**config.mk**
```make
export PLATFORM = sky130hd
export DESIGN_NAME = icp_pipeline
export DESIGN_NICKNAME = d
export VERILOG_FILES = /design/src/rtl/icp_pkg.sv /design/src/rtl/icp_phase_gen.sv /design/src/rtl/icp_pipeline.sv
export SDC_FILE = /design/constraint.sdc
export NUM_CORES = 1
export LEC_CHECK = 0
export ABC_AREA = 1
export BUFFER_PORTS_ARGS = -buffer_cell sky130_fd_sc_hd__buf_4
export CORE_UTILIZATION = 61
export DETAILED_ROUTE_END_ITERATION = 8
export HOLD_SLACK_MARGIN = 0.06
export PLACE_DENSITY = 0.83
export SYNTH_ARGS = -nofsm -noshare
export SYNTH_HDL_FRONTEND = slang
export SYNTH_HIERARCHICAL = 1
export SYNTH_SLANG_ARGS = --single-unit
```
**constraint.sdc**
```tcl
create_clock -name core_clk_i -period 5.25 [get_ports core_clk_i]
set_clock_uncertainty 0.1 [all_clocks]
set_input_delay 0.525 -clock core_clk_i [delete_from_list [all_inputs] [get_ports core_clk_i]]
set_output_delay 0.525 -clock core_clk_i [all_outputs]
set_load 0.05 [all_outputs]
```
**src/rtl/icp_pkg.sv**
```systemverilog
// Shared constants, types and helper functions of the instruction pipeline.
package icp_pkg;

   localparam int PC_W = 12;
   localparam int IW = 16;
   localparam int DW = 8;
   localparam logic [PC_W-1:0] PC_RESET = 12'h000;
   localparam logic [IW-1:0] IR_RESET = 16'h0000;
   localparam logic [DW-1:0] ACC_RESET = 8'h00;
   // Core cycles per phase while the slow oscillator drives the core.
   localparam int SLOW_DIV = 8;
   localparam logic [2:0] SLOW_LAST = 3'(SLOW_DIV - 1);
   localparam logic [PC_W-1:0] PC_STEP = 12'h001;

   ////////////////////////////////////////////////////////////////////////
   // Instruction word: [15:12] opcode, [11:9] function, [8] indirect,
   // [7:0] immediate, [1:0] memory address, [11:0] branch target.
   localparam logic [3:0] OP_NOP = 4'h0;
   localparam logic [3:0] OP_ALUI = 4'h1;
   localparam logic [3:0] OP_ALUM = 4'h2;
   localparam logic [3:0] OP_MOVM = 4'h3;
   localparam logic [3:0] OP_JMP = 4'h4;
   localparam logic [3:0] OP_CALL = 4'h5;
   localparam logic [3:0] OP_SZ = 4'h6;
   localparam logic [3:0] OP_LALUI = 4'h8;

   localparam logic [2:0] ALU_ADD = 3'h0;
   localparam logic [2:0] ALU_SUB = 3'h1;
   localparam logic [2:0] ALU_AND = 3'h2;
   localparam logic [2:0] ALU_OR = 3'h3;
   localparam logic [2:0] ALU_XOR = 3'h4;
   localparam logic [2:0] ALU_ROL = 3'h5;
   localparam logic [2:0] ALU_INC = 3'h6;
   localparam logic [2:0] ALU_DEC = 3'h7;

   // Data memory map: two general bytes, then the mapped registers.
   localparam logic [1:0] MEM_GPR1 = 2'h1;
   localparam logic [1:0] MEM_PCL = 2'h2;
   localparam logic [1:0] MEM_ACC = 2'h3;

   typedef struct packed {
      logic p1;
      logic p2;
      logic p3;
      logic p4;
   } icp_phase_type;

   typedef struct packed {
      logic rd;
      logic [PC_W-1:0] addr;
   } icp_pm_req_type;

   typedef struct packed {
      logic [3:0] op;
      logic [2:0] func;
      logic ind;
      logic [1:0] maddr;
      logic [DW-1:0] imm;
      logic [PC_W-1:0] target;
   } icp_instr_type;

   function automatic icp_instr_type icp_decode(input logic [IW-1:0] w);
      icp_instr_type r;
      r.op = w[15:12];
      r.func = w[11:9];
      r.ind = w[8];
      r.maddr = w[1:0];
      r.imm = w[7:0];
      r.target = w[11:0];
      return r;
   endfunction : icp_decode

   // Result bit 8 is carry, or borrow for subtract and decrement.
   function automatic logic [DW:0] icp_alu(input logic [2:0] f,
                                           input logic [DW-1:0] a,
                                           input logic [DW-1:0] b);
      logic [DW:0] r;
      r = {1'b0, a};
      unique case (f)
         ALU_ADD: r = {1'b0, a} + {1'b0, b};
         ALU_SUB: r = {1'b0, a} - {1'b0, b};
         ALU_AND: r = {1'b0, a & b};
         ALU_OR: r = {1'b0, a | b};
         ALU_XOR: r = {1'b0, a ^ b};
         ALU_ROL: r = {a[DW-1], a[DW-2:0], a[DW-1]};
         ALU_INC: r = {1'b0, a} + 9'h001;
         ALU_DEC: r = {1'b0, a} - 9'h001;
      endcase
      return r;
   endfunction : icp_alu

endpackage : icp_pkg

```
**src/rtl/icp_phase_gen.sv**
```systemverilog
// Four-phase generator with fast or slow oscillator rate selection.
`timescale 1ns/1ps
module icp_phase_gen import icp_pkg::*; (
   input wire logic core_clk_i,
   input wire logic rst_b_i,
   input wire logic osc_slow_sel_i,
   output logic tick_o,
   output icp_phase_type phase_o
);

   typedef enum logic [1:0] {PH_ONE, PH_TWO, PH_THREE, PH_FOUR}
      icp_phase_state_type;

   icp_phase_state_type state_q, state_d;
   logic [2:0] cnt_q, cnt_d;

   ////////////////////////////////////////////////////////////////////////
   always_comb begin
      // RQ9 oscillator source select
      tick_o = !osc_slow_sel_i || (cnt_q == SLOW_LAST);
      cnt_d = tick_o ? 3'h0 : 3'(cnt_q + 3'h1);
      state_d = state_q;
      // RQ1 four phase sequence
      if (tick_o) begin
         unique case (state_q)
            PH_ONE: state_d = PH_TWO;
            PH_TWO: state_d = PH_THREE;
            PH_THREE: state_d = PH_FOUR;
            PH_FOUR: state_d = PH_ONE;
         endcase
      end
      phase_o = '{p1: state_q == PH_ONE, p2: state_q == PH_TWO,
                  p3: state_q == PH_THREE, p4: state_q == PH_FOUR};
   end

   // RQ13 reset holds phase one
   always_ff @(posedge core_clk_i or negedge rst_b_i) begin
      if (!rst_b_i) begin
         state_q <= PH_ONE;
         cnt_q <= 3'h0;
      end else begin
         state_q <= state_d;
         cnt_q <= cnt_d;
      end
   end
endmodule : icp_phase_gen

```
**src/rtl/icp_pipeline.sv**
```systemverilog
// Instruction fetch and execute sequencer of the 8-bit core.
//
// Behaviour
// RQ1: Four non-overlapping phases; one pass through them is one cycle.
// RQ2: Phase one advances the program counter and fetches the next word.
// RQ3: Phases two to four decode and execute the current instruction.
// RQ4: Fetch overlaps execute; standard takes one cycle, extended two.
// RQ5: Instructions changing the program counter take one extra cycle.
// RQ6: Branch uses one cycle for its target, the next to transfer control.
// RQ7: 8-bit ALU does arithmetic, logic, rotate, inc, dec and tests.
// RQ8: Accumulator and ALU carry data; mapped registers direct or indirect.
// RQ9: Phase clock comes from the fast or slow internal RC oscillator.
// RQ10: A taken skip discards the prefetched word and inserts a dummy cycle.
// RQ11: Writing the low program counter byte jumps in-page with a dummy cycle.
// RQ12: After reset execution starts at program address zero.
// RQ13: Reset holds the phase generator so phase one comes first.
`timescale 1ns/1ps
module icp_pipeline import icp_pkg::*; (
   input wire logic core_clk_i,
   input wire logic rst_b_i,
   input wire logic osc_slow_sel_i,
   input wire logic [IW-1:0] pm_data_i,
   output icp_pm_req_type pm_req_o,
   output icp_phase_type phase_o,
   output logic tick_o,
   output logic [PC_W-1:0] pc_o,
   output logic [DW-1:0] acc_o,
   output logic zero_o,
   output logic carry_o,
   output logic dummy_cycle_o,
   output logic retire_o
);

   logic tick;
   icp_phase_type phase;
   logic [PC_W-1:0] pc_q, pc_d;
   logic [IW-1:0] fetch_ir_q, fetch_ir_d;
   logic [IW-1:0] exec_ir_q, exec_ir_d;
   logic exec_vld_q, exec_vld_d;
   logic ext_second_q, ext_second_d;
   logic [DW-1:0] acc_q, acc_d;
   logic z_q, z_d;
   logic c_q, c_d;
   logic [DW-1:0] gpr_q [2];
   logic [DW-1:0] gpr_d [2];
   icp_instr_type ins;
   logic fetch_en;
   logic commit;
   logic last;
   logic retire;
   logic flush;
   logic [1:0] ea;
   logic [DW-1:0] alu_b;
   logic [DW:0] alu_res;

   icp_phase_gen u_phase (
      .core_clk_i(core_clk_i),
      .rst_b_i(rst_b_i),
      .osc_slow_sel_i(osc_slow_sel_i),
      .tick_o(tick),
      .phase_o(phase)
   );

   ////////////////////////////////////////////////////////////////////////
   always_comb begin
      ins = icp_decode(exec_ir_q);
      // RQ8 indirect address from byte zero
      ea = ins.ind ? gpr_q[0][1:0] : ins.maddr;
      unique case (ea)
         MEM_PCL: alu_b = pc_q[DW-1:0];
         MEM_ACC: alu_b = acc_q;
         default: alu_b = gpr_q[ea[0]];
      endcase
      if (ins.op != OP_ALUM) begin
         alu_b = ins.imm;
      end
      // RQ7 shared 8-bit ALU
      alu_res = icp_alu(ins.func, acc_q, alu_b);

      // RQ2 fetch and increment in phase one
      fetch_en = tick && phase.p1 && !ext_second_q;
      // RQ3 results commit at the end of phase four
      commit = tick && phase.p4;
      // RQ4 extended instructions hold the slot for a second cycle
      last = !(exec_vld_q && ins.op == OP_LALUI && !ext_second_q);
      retire = commit && exec_vld_q && last;

      pc_d = pc_q;
      fetch_ir_d = fetch_ir_q;
      exec_ir_d = exec_ir_q;
      exec_vld_d = exec_vld_q;
      ext_second_d = ext_second_q;
      acc_d = acc_q;
      z_d = z_q;
      c_d = c_q;
      gpr_d = gpr_q;
      flush = 1'b0;

      if (fetch_en) begin
         fetch_ir_d = pm_data_i;
         pc_d = pc_q + PC_STEP;
      end

      if (commit && !last) begin
         ext_second_d = 1'b1;
      end

      if (retire) begin
         ext_second_d = 1'b0;
         unique case (ins.op)
            OP_ALUI, OP_ALUM, OP_LALUI: begin
               acc_d = alu_res[DW-1:0];
               c_d = alu_res[DW];
               z_d = (alu_res[DW-1:0] == ACC_RESET);
            end
            OP_MOVM: begin
               // RQ11 page-local jump through the low byte
               if (ea == MEM_PCL) begin
                  pc_d = {pc_q[PC_W-1:DW], acc_q};
                  flush = 1'b1;
               end else if (ea != MEM_ACC) begin
                  gpr_d[ea[0]] = acc_q;
               end
            end
            // RQ6 target taken now, transfer next cycle
            OP_JMP, OP_CALL: begin
               pc_d = ins.target;
               flush = 1'b1;
            end
            // RQ10 taken skip drops the prefetched word
            OP_SZ: begin
               flush = (acc_q == ACC_RESET);
            end
            default: begin
            end
         endcase
      end

      // RQ5 a flushed slot becomes the extra dummy cycle
      if (commit && last) begin
         exec_ir_d = fetch_ir_q;
         exec_vld_d = !flush;
      end
   end

   // RQ12 execution starts at address zero
   always_ff @(posedge core_clk_i or negedge rst_b_i) begin
      if (!rst_b_i) begin
         pc_q <= PC_RESET;
         fetch_ir_q <= IR_RESET;
         exec_ir_q <= IR_RESET;
         exec_vld_q <= 1'b0;
         ext_second_q <= 1'b0;
         acc_q <= ACC_RESET;
         z_q <= 1'b0;
         c_q <= 1'b0;
         gpr_q <= '{default: ACC_RESET};
      end else begin
         pc_q <= pc_d;
         fetch_ir_q <= fetch_ir_d;
         exec_ir_q <= exec_ir_d;
         exec_vld_q <= exec_vld_d;
         ext_second_q <= ext_second_d;
         acc_q <= acc_d;
         z_q <= z_d;
         c_q <= c_d;
         gpr_q <= gpr_d;
      end
   end

   ////////////////////////////////////////////////////////////////////////
   always_comb begin
      pm_req_o.rd = fetch_en;
      pm_req_o.addr = pc_q;
      phase_o = phase;
      tick_o = tick;
      pc_o = pc_q;
      acc_o = acc_q;
      zero_o = z_q;
      carry_o = c_q;
      dummy_cycle_o = !exec_vld_q;
      retire_o = retire;
   end
endmodule : icp_pipeline

```
; ---- Yosys cells after proc, flatten, opt, wreduce, memory -nomap -nowiden
; Index checks and enable logic that the tools add are counted.
[totals]
register_bits = 77
input_bits = 19
[op_classes]
addsub = 6
magnitude_cmp = 2
n_eq_ne = 23
muxes = 21
n_bitwise = 5
n_reduce_logical = 25
[ops]
columns = op, n
row1 = case mux 9 bit (8 select lines), 1
row2 = two-way mux 8 bit, 5
row3 = two-way mux 12 bit, 3
row4 = case mux 12 bit (2 select lines), 1
row5 = bitwise mux 16 bit, 1
row6 = zero test 8 bit, 2
row7 = case mux 8 bit (2 select lines), 1
row8 = "equality test 3 bit, second input constant", 5
row9 = "adder 12 x 1 -> 12 bit, second input constant", 1
row10 = "equality test 4 x 3 -> 1 bit, second input constant", 3
row11 = logical AND 1 bit, 10
row12 = "adder 8 x 1 -> 9 bit, second input constant", 1
row13 = adder 8 x 8 -> 9 bit, 1
row14 = "subtractor 8 x 1 -> 9 bit, second input constant", 1
row15 = subtractor 8 x 8 -> 9 bit, 1
row16 = AND 8 bit, 1
row17 = demux 8 bit (select 1 bit), 1
row18 = "equality test 2 bit, second input constant", 4
row19 = "equality test 4 x 2 -> 1 bit, second input constant", 2
row20 = OR 8 bit, 1
row21 = case mux 2 bit (4 select lines), 1
row22 = bitwise XOR 8 bit, 1
row23 = "equality test 3 x 2 -> 1 bit, second input constant", 2
row24 = zero test 1 bit, 5
row25 = other kinds (24), 27

; ---- Longest topological paths before layout
[depth]
depth_word = 10
ltp_mapped = 28
ltp_nobuf = 28

; ---- Modules after synthesis
; The synthesis kept the hierarchy.
[by_module_without_submodules]
columns = module, instances, cells_per_inst, area_per_inst_um2, seq_area_each_um2
row1 = icp_pipeline, 1, 660, 4889.7, 1801.7
row2 = icp_phase_gen, 1, 29, 280.3, 125.1

; ---- Worst setup path before layout
; OpenSTA, ideal clock, no wires.
[synth_timing]
path_kind = register to register
from = register acc_q[0] (netlist: acc_o[0])
to = register c_q (netlist: carry_o)
setup_time_ns = 0.118
arrival_time_ns = 3.266
path_slack_ns = 1.766
stages_incl_launch_ff = 22
n_path_buf = 0
synth_period_minus_slack_ns = 3.484
cell_sequence = dfrtp_1 -> inv_1 -> o21ai_0 -> nor3_1 -> a21oi_1 -> inv_1 -> ha_1 -> o22ai_1 -> inv_1 -> fa_1 -> inv_1 -> nand3_1 -> nand2_1 -> a21oi_1 -> o21bai_1 -> nand2_1 -> nand2_1 -> a21oi_1 -> nand3_1 -> nand3_1 -> nand2_1 -> nand2_1
[synth_via]
elab_chain_len = 4
[synth_rtl]
columns = element, line_no
row1 = start: declaration, icp_pipeline.sv:41  ; logic [DW-1:0] acc_q, acc_d;
row2 = start signal: assignment, icp_pipeline.sv:154  ; acc_q <= ACC_RESET;
row3 = start signal: assignment, icp_pipeline.sv:164  ; acc_q <= acc_d;
row4 = case mux 8 bit (2 select lines), icp_pipeline.sv:69  ; unique case (ea)
row5 = two-way mux 8 bit, icp_pipeline.sv:74  ; if (ins.op != OP_ALUM) begin
row6 = subtractor 8 x 8 -> 9 bit or adder 8 x 8 -> 9 bit (tied branches), "icp_pkg.sv:81, icp_pkg.sv:80"
row7 = case mux 9 bit (8 select lines) *, icp_pkg.sv:79  ; unique case (f)
row8 = end signal: assignment, icp_pipeline.sv:156  ; c_q <= 1'b0;
row9 = end signal: assignment, icp_pipeline.sv:166  ; c_q <= c_d;
row10 = end: declaration, icp_pipeline.sv:43  ; logic c_q, c_d;
; Every way passes the cells marked *; elsewhere a longest branch is shown, timed or not.
; A chain may end at the register's enable or synchronous reset.

; ---- Final worst setup path
[layout_timing]
from = register exec_ir_q[8]
to = register z_q (netlist: zero_o)
[layout_via]
elab_chain_len = 10
[layout_rtl]
columns = element, line_no
row1 = start: declaration, icp_pipeline.sv:38  ; logic [IW-1:0] exec_ir_q, exec_ir_d;
row2 = start signal: assignment, icp_pipeline.sv:161  ; exec_ir_q <= exec_ir_d;
row3 = two-way mux 2 bit *, icp_pipeline.sv:68  ; ea = ins.ind ? gpr_q[0][1:0] : ins.maddr;
row4 = inverter 1 -> 2 bit (not written as such), icp_pipeline.sv:72  ; default: alu_b = gpr_q[ea[0]];
row5 = two-way mux 8 bit (not written as such) (3 in series), icp_pipeline.sv:72
row6 = case mux 8 bit (2 select lines) *, icp_pipeline.sv:69
row7 = two-way mux 8 bit *, icp_pipeline.sv:74
row8 = "subtractor 8 x 8 -> 9 bit, or another cell as far along", icp_pkg.sv:81  ; ALU_SUB: r = {1'b0, a} - {1'b0, b};
row9 = case mux 9 bit (8 select lines) *, icp_pkg.sv:79
row10 = zero test 8 bit *, icp_pipeline.sv:114  ; z_d = (alu_res[DW-1:0] == ACC_RESET);
row11 = end signal: assignment, icp_pipeline.sv:165  ; z_q <= z_d;
row12 = end: declaration, icp_pipeline.sv:42  ; logic z_q, z_d;
; Every way passes the cells marked *; elsewhere a longest branch is shown, timed or not. The select of a mux whose other input is x is not followed.

==> summary.md <==
| Metric | Value |
|---|---|
| Number of max-cap violations | `0` |
| Clock H-tree levels | `3` |
| Hold buffer count at CTS | `0` |
| Final standard cell area without fillers | `0.00579 mm^2` |
| Layout area overhead | `12.0%` |
| RD Place Congestion | `1.01` |
| Worst Setup SP | `exec_ir_q[8]` |
| Routed wire length | `14.2 mm` |
| Number of violations reported at the end of detailed-routing iteration 0 | `345` |
| Post-layout net count | `786` |
| Core Box Area | `0.00822 mm^2` |
| Worst hold-check path type | `primary input to async pin` |
| Register area | `0.00193 mm^2` |
| Slew @ Worst Pin | `0.961 ns` |
| Share of synthesized registers carrying an async set or reset | `100%` |
| Number of hold-slack violations in the final timing report | `0` |
| Flip-flop and latch count after synthesis | `77` |
| Later-pin clock latency in the skew report | `0.36 ns` |
| Setup TNS after final layout | `0 ns` |
| Endpoint of the most critical register-to-register path | `zero_o` |
| Detailed placement HPWL | `10.6 mm` |
| Number of iterations in the first detailed-routing pass | `6` |
| Kind of start point of the critical path | `register` |
| Post-place instance area | `0.00558 mm^2` |
| Portion of the clock cycle consumed by the worst path in the final layout | `77.6%` |
| Via total after detailed routing | `4,919` |
| Worst reg2reg setup slack | `1.17 ns` |
| Setup repair after global routing missed its margin | `false` |
| Slew Limit Fails | `0` |
| Cell with the largest stage delay on the worst path | `sky130_fd_sc_hd__dfrtp_1` |
| Overall Global Routing Usage | `35.0%` |
| Count of final setup violators | `0` |
| Number of antenna violations at the first check in global routing | `0` |
| Die height | `94.1 um` |
| Final routed DRC violation total | `0` |
| Count of antenna diodes in the layout | `0` |
| Seq/Total Area, Yosys | `37.3%` |
| Cell count of the worst reg-to-reg path | `22` |
| Avg Vias per Cell | `5.84` |
| Sinks on the clock net | `77` |
| Post-CTS repair timing setup buffer count | `0` |
| F_max | `245 MHz` |
| Starting Density | `62.9%` |
| Fraction of final layout cells with drive strength greater than 1 | `15.6%` |
| Cell variety after synth | `43` |
| Port bufs | `60` |
| Vias in the first global route | `4,822` |
| Number of nets still failing antenna checks after routing | `0` |
| Global route overflow | `0` |
| Most common flop cell mapped by yosys | `sky130_fd_sc_hd__dfrtp_1` |
| WL per Instance | `16.9 um` |
| Endpoint of the worst setup timing path | `zero_o` |
| Fillcell total | `692` |
| Number of flops mapped to enable cells by yosys | `0` |
| Maximum fanout encountered on the critical timing path | `12` |
| Clock edge transition at the registers on the reported setup and hold paths | `0.09 ns` |
| Gate count of the mapped netlist | `689` |
| Worst slew margin relative to its limit | `35.9%` |
| Die Outline Area | `0.00885 mm^2` |
| Cts repair resizes | `0` |
| Arrival time reported for the critical path endpoint | `4.27 ns` |
| First-pass GRT wire length | `23.5 mm` |
| Pin count of the biggest net entering global routing | `78` |
| Non-Filler Instances | `843` |
| Number of CTS-inserted buffers | `9` |
| Crit path required time | `5.45 ns` |
| Result of the run | `completed` |
| Overall die width | `94.1 um` |
| CTS max path bufs | `2` |
| Delay of the slowest critical-path stage | `0.46 ns` |
| CTS tree | `yes` |
| Post-placement cell count | `827` |
| Crit path kind | `register to register` |
| Cells along the critical path | `inv_2 -> nand2_2 -> nand2_2 -> nand2_1 -> o21ai_0 -> nor3_1 -> a21oi_1 -> inv_1 -> ha_1 -> o22ai_1 -> inv_1 -> fa_1 -> inv_1 -> nand3_1 -> nand2_1 -> a21oi_1 -> o21bai_1 -> xnor2_1 -> o21ai_0 -> nor2_1 -> nand4_1 -> nand2_1` |
| Number of nets produced by synthesis | `742` |
| Floorplan row count | `33` |
| Post-Synthesis Mean Instance Area | `7.50 um^2` |
| Area taken by multi-input logic gates | `0.00274 mm^2` |
| Yosys Warn Count | `6` |
| Start of the worst register-to-register path | `exec_ir_q[8]` |
| Cell area after synthesis | `0.00517 mm^2` |
| Kind of capture point of the worst setup path | `register` |
| Clock root cell | `sky130_fd_sc_hd__clkbuf_8` |
| I/O Pins | `61` |
| Min Tclk post-route | `4.08 ns` |
through the flow:
| step | util, % | setup slack (ns) | hold slack [ns] |
|---|---|---|---|
| final | 70.5 | 1.17 | 0.199 |
| after global routing | 70.5 | 0.793 | 0.255 |
| after CTS | 70.5 | 1.27 | 0.238 |
| after detailed placement | 67.9 | 1.29 | 0.335 |
| after global placement | 67.9 | 1.47 | 0.322 |
| after floorplan | - | 1.77 | 0.129 |
routing by layer:
metal	vias up	wire length, um	track usage, %
met5	-	0	0
met4	0	549	16.3
met3	52	1070	5.83
met2	254	6630	57.5
met1	2295	5990	44.9
li1	2318	-	-
state kept, by name (all words and copies together), names as in the netlist:
name / cells
exec_ir_q: 16
fetch_ir_q: 16
gpr_q: 16
pc_o: 12
acc_o: 8
u_phase/cnt_q: 3
u_phase/state_q: 2
carry_o: 1
exec_vld_q: 1
ext_second_q: 1
zero_o: 1
final cells by class:
class,count,share of cell area [%]
Clock buffer,10,2.38
Inverter,87,5.64
Clock inverter,6,1.30
Timing Repair Buffer,60,7.78
Multi-Input combinational cell,498,47.4
Sequential cell,77,33.3
Tap cell,105,2.27
cell usage after synthesis, types with 4 or more instances:
library cell | instances | area share (%)
sky130_fd_sc_hd__a21oi_1 | 20 | 1.9
sky130_fd_sc_hd__buf_4 | 14 | 2.0
sky130_fd_sc_hd__clkbuf_1 | 8 | 0.58
sky130_fd_sc_hd__dfrtp_1 | 77 | 37
sky130_fd_sc_hd__ha_1 | 33 | 8.0
sky130_fd_sc_hd__inv_1 | 79 | 5.7
sky130_fd_sc_hd__inv_2 | 6 | 0.44
sky130_fd_sc_hd__nand2_1 | 200 | 15
sky130_fd_sc_hd__nand2_2 | 8 | 0.97
sky130_fd_sc_hd__nand2_4 | 6 | 1.3
sky130_fd_sc_hd__nand3_1 | 52 | 5.0
sky130_fd_sc_hd__nand4_1 | 6 | 0.73
sky130_fd_sc_hd__nor2_1 | 36 | 2.6
sky130_fd_sc_hd__nor2_2 | 6 | 0.73
sky130_fd_sc_hd__nor3_1 | 6 | 0.58
sky130_fd_sc_hd__o211ai_1 | 7 | 1.0
sky130_fd_sc_hd__o21ai_0 | 63 | 6.1
sky130_fd_sc_hd__o21ai_1 | 5 | 0.48
sky130_fd_sc_hd__o221ai_1 | 4 | 0.68
sky130_fd_sc_hd__o22ai_1 | 7 | 0.85
sky130_fd_sc_hd__xor2_1 | 9 | 1.5
worst min-delay path by stage:
stage / startpoint / endpoint / slack (ns)
floorplan: rst_b_i / acc_o[0] / 0.13
global placement: u_phase/cnt_q[0] / u_phase/cnt_q[0] / 0.32
global route: pm_data_i[11] / fetch_ir_q[11] / 0.25
CTS: rst_b_i / u_phase/cnt_q[1] / 0.24
finish: rst_b_i / u_phase/cnt_q[2] / 0.20
detailed placement: u_phase/cnt_q[0] / u_phase/cnt_q[0] / 0.33
critical path: cells and delay by family, from the launching register on:
kind | cells | cell delay [ns]
AND/OR/NAND/NOR | 9 | 0.99
AO/OA/AOI/OAI | 6 | 1.07
XOR/XNOR | 1 | 0.16
adder cells (fa/ha/maj) | 2 | 0.73
buffers and inverters | 4 | 0.48
flip-flops | 1 | 0.46
kinds of logic (layout without fill, tap and decap cells):
family | Yosys count | after routing | share of synthesized area, %
fa+ha+maj | 34 | 34 | 8.37
compound gates | 119 | 119 | 13.7
simple gates | 333 | 333 | 29.0
xor+xnor | 12 | 12 | 2.03
buf+inv | 114 | 163 | 9.66
flops | 77 | 77 | 37.3
cells in the final DEF (no fill, tap or decap), types with 2 or more instances in the layout:
cell type / instances
sky130_fd_sc_hd__a21oi_1: 20
sky130_fd_sc_hd__buf_4: 60
sky130_fd_sc_hd__clkbuf_8: 10
sky130_fd_sc_hd__clkinv_1: 2
sky130_fd_sc_hd__dfrtp_1: 77
sky130_fd_sc_hd__ha_1: 33
sky130_fd_sc_hd__inv_1: 79
sky130_fd_sc_hd__inv_2: 6
sky130_fd_sc_hd__inv_6: 3
sky130_fd_sc_hd__nand2_1: 200
sky130_fd_sc_hd__nand2_2: 8
sky130_fd_sc_hd__nand2_4: 6
sky130_fd_sc_hd__nand3_1: 52
sky130_fd_sc_hd__nand3_2: 2
sky130_fd_sc_hd__nand3b_1: 2
sky130_fd_sc_hd__nand4_1: 6
sky130_fd_sc_hd__nor2_1: 36
sky130_fd_sc_hd__nor2_2: 6
sky130_fd_sc_hd__nor2_4: 3
sky130_fd_sc_hd__nor3_1: 6
sky130_fd_sc_hd__nor3_2: 2
sky130_fd_sc_hd__nor4_1: 2
sky130_fd_sc_hd__o2111ai_1: 3
sky130_fd_sc_hd__o211ai_1: 7
sky130_fd_sc_hd__o21ai_0: 63
sky130_fd_sc_hd__o21ai_1: 5
sky130_fd_sc_hd__o21bai_1: 2
sky130_fd_sc_hd__o221ai_1: 4
sky130_fd_sc_hd__o22ai_1: 7
sky130_fd_sc_hd__xnor2_1: 3
sky130_fd_sc_hd__xor2_1: 9
Power is left out: the tool's default activity adds up to more than one toggle a clock period on the data nets, which glitch-free logic cannot reach.
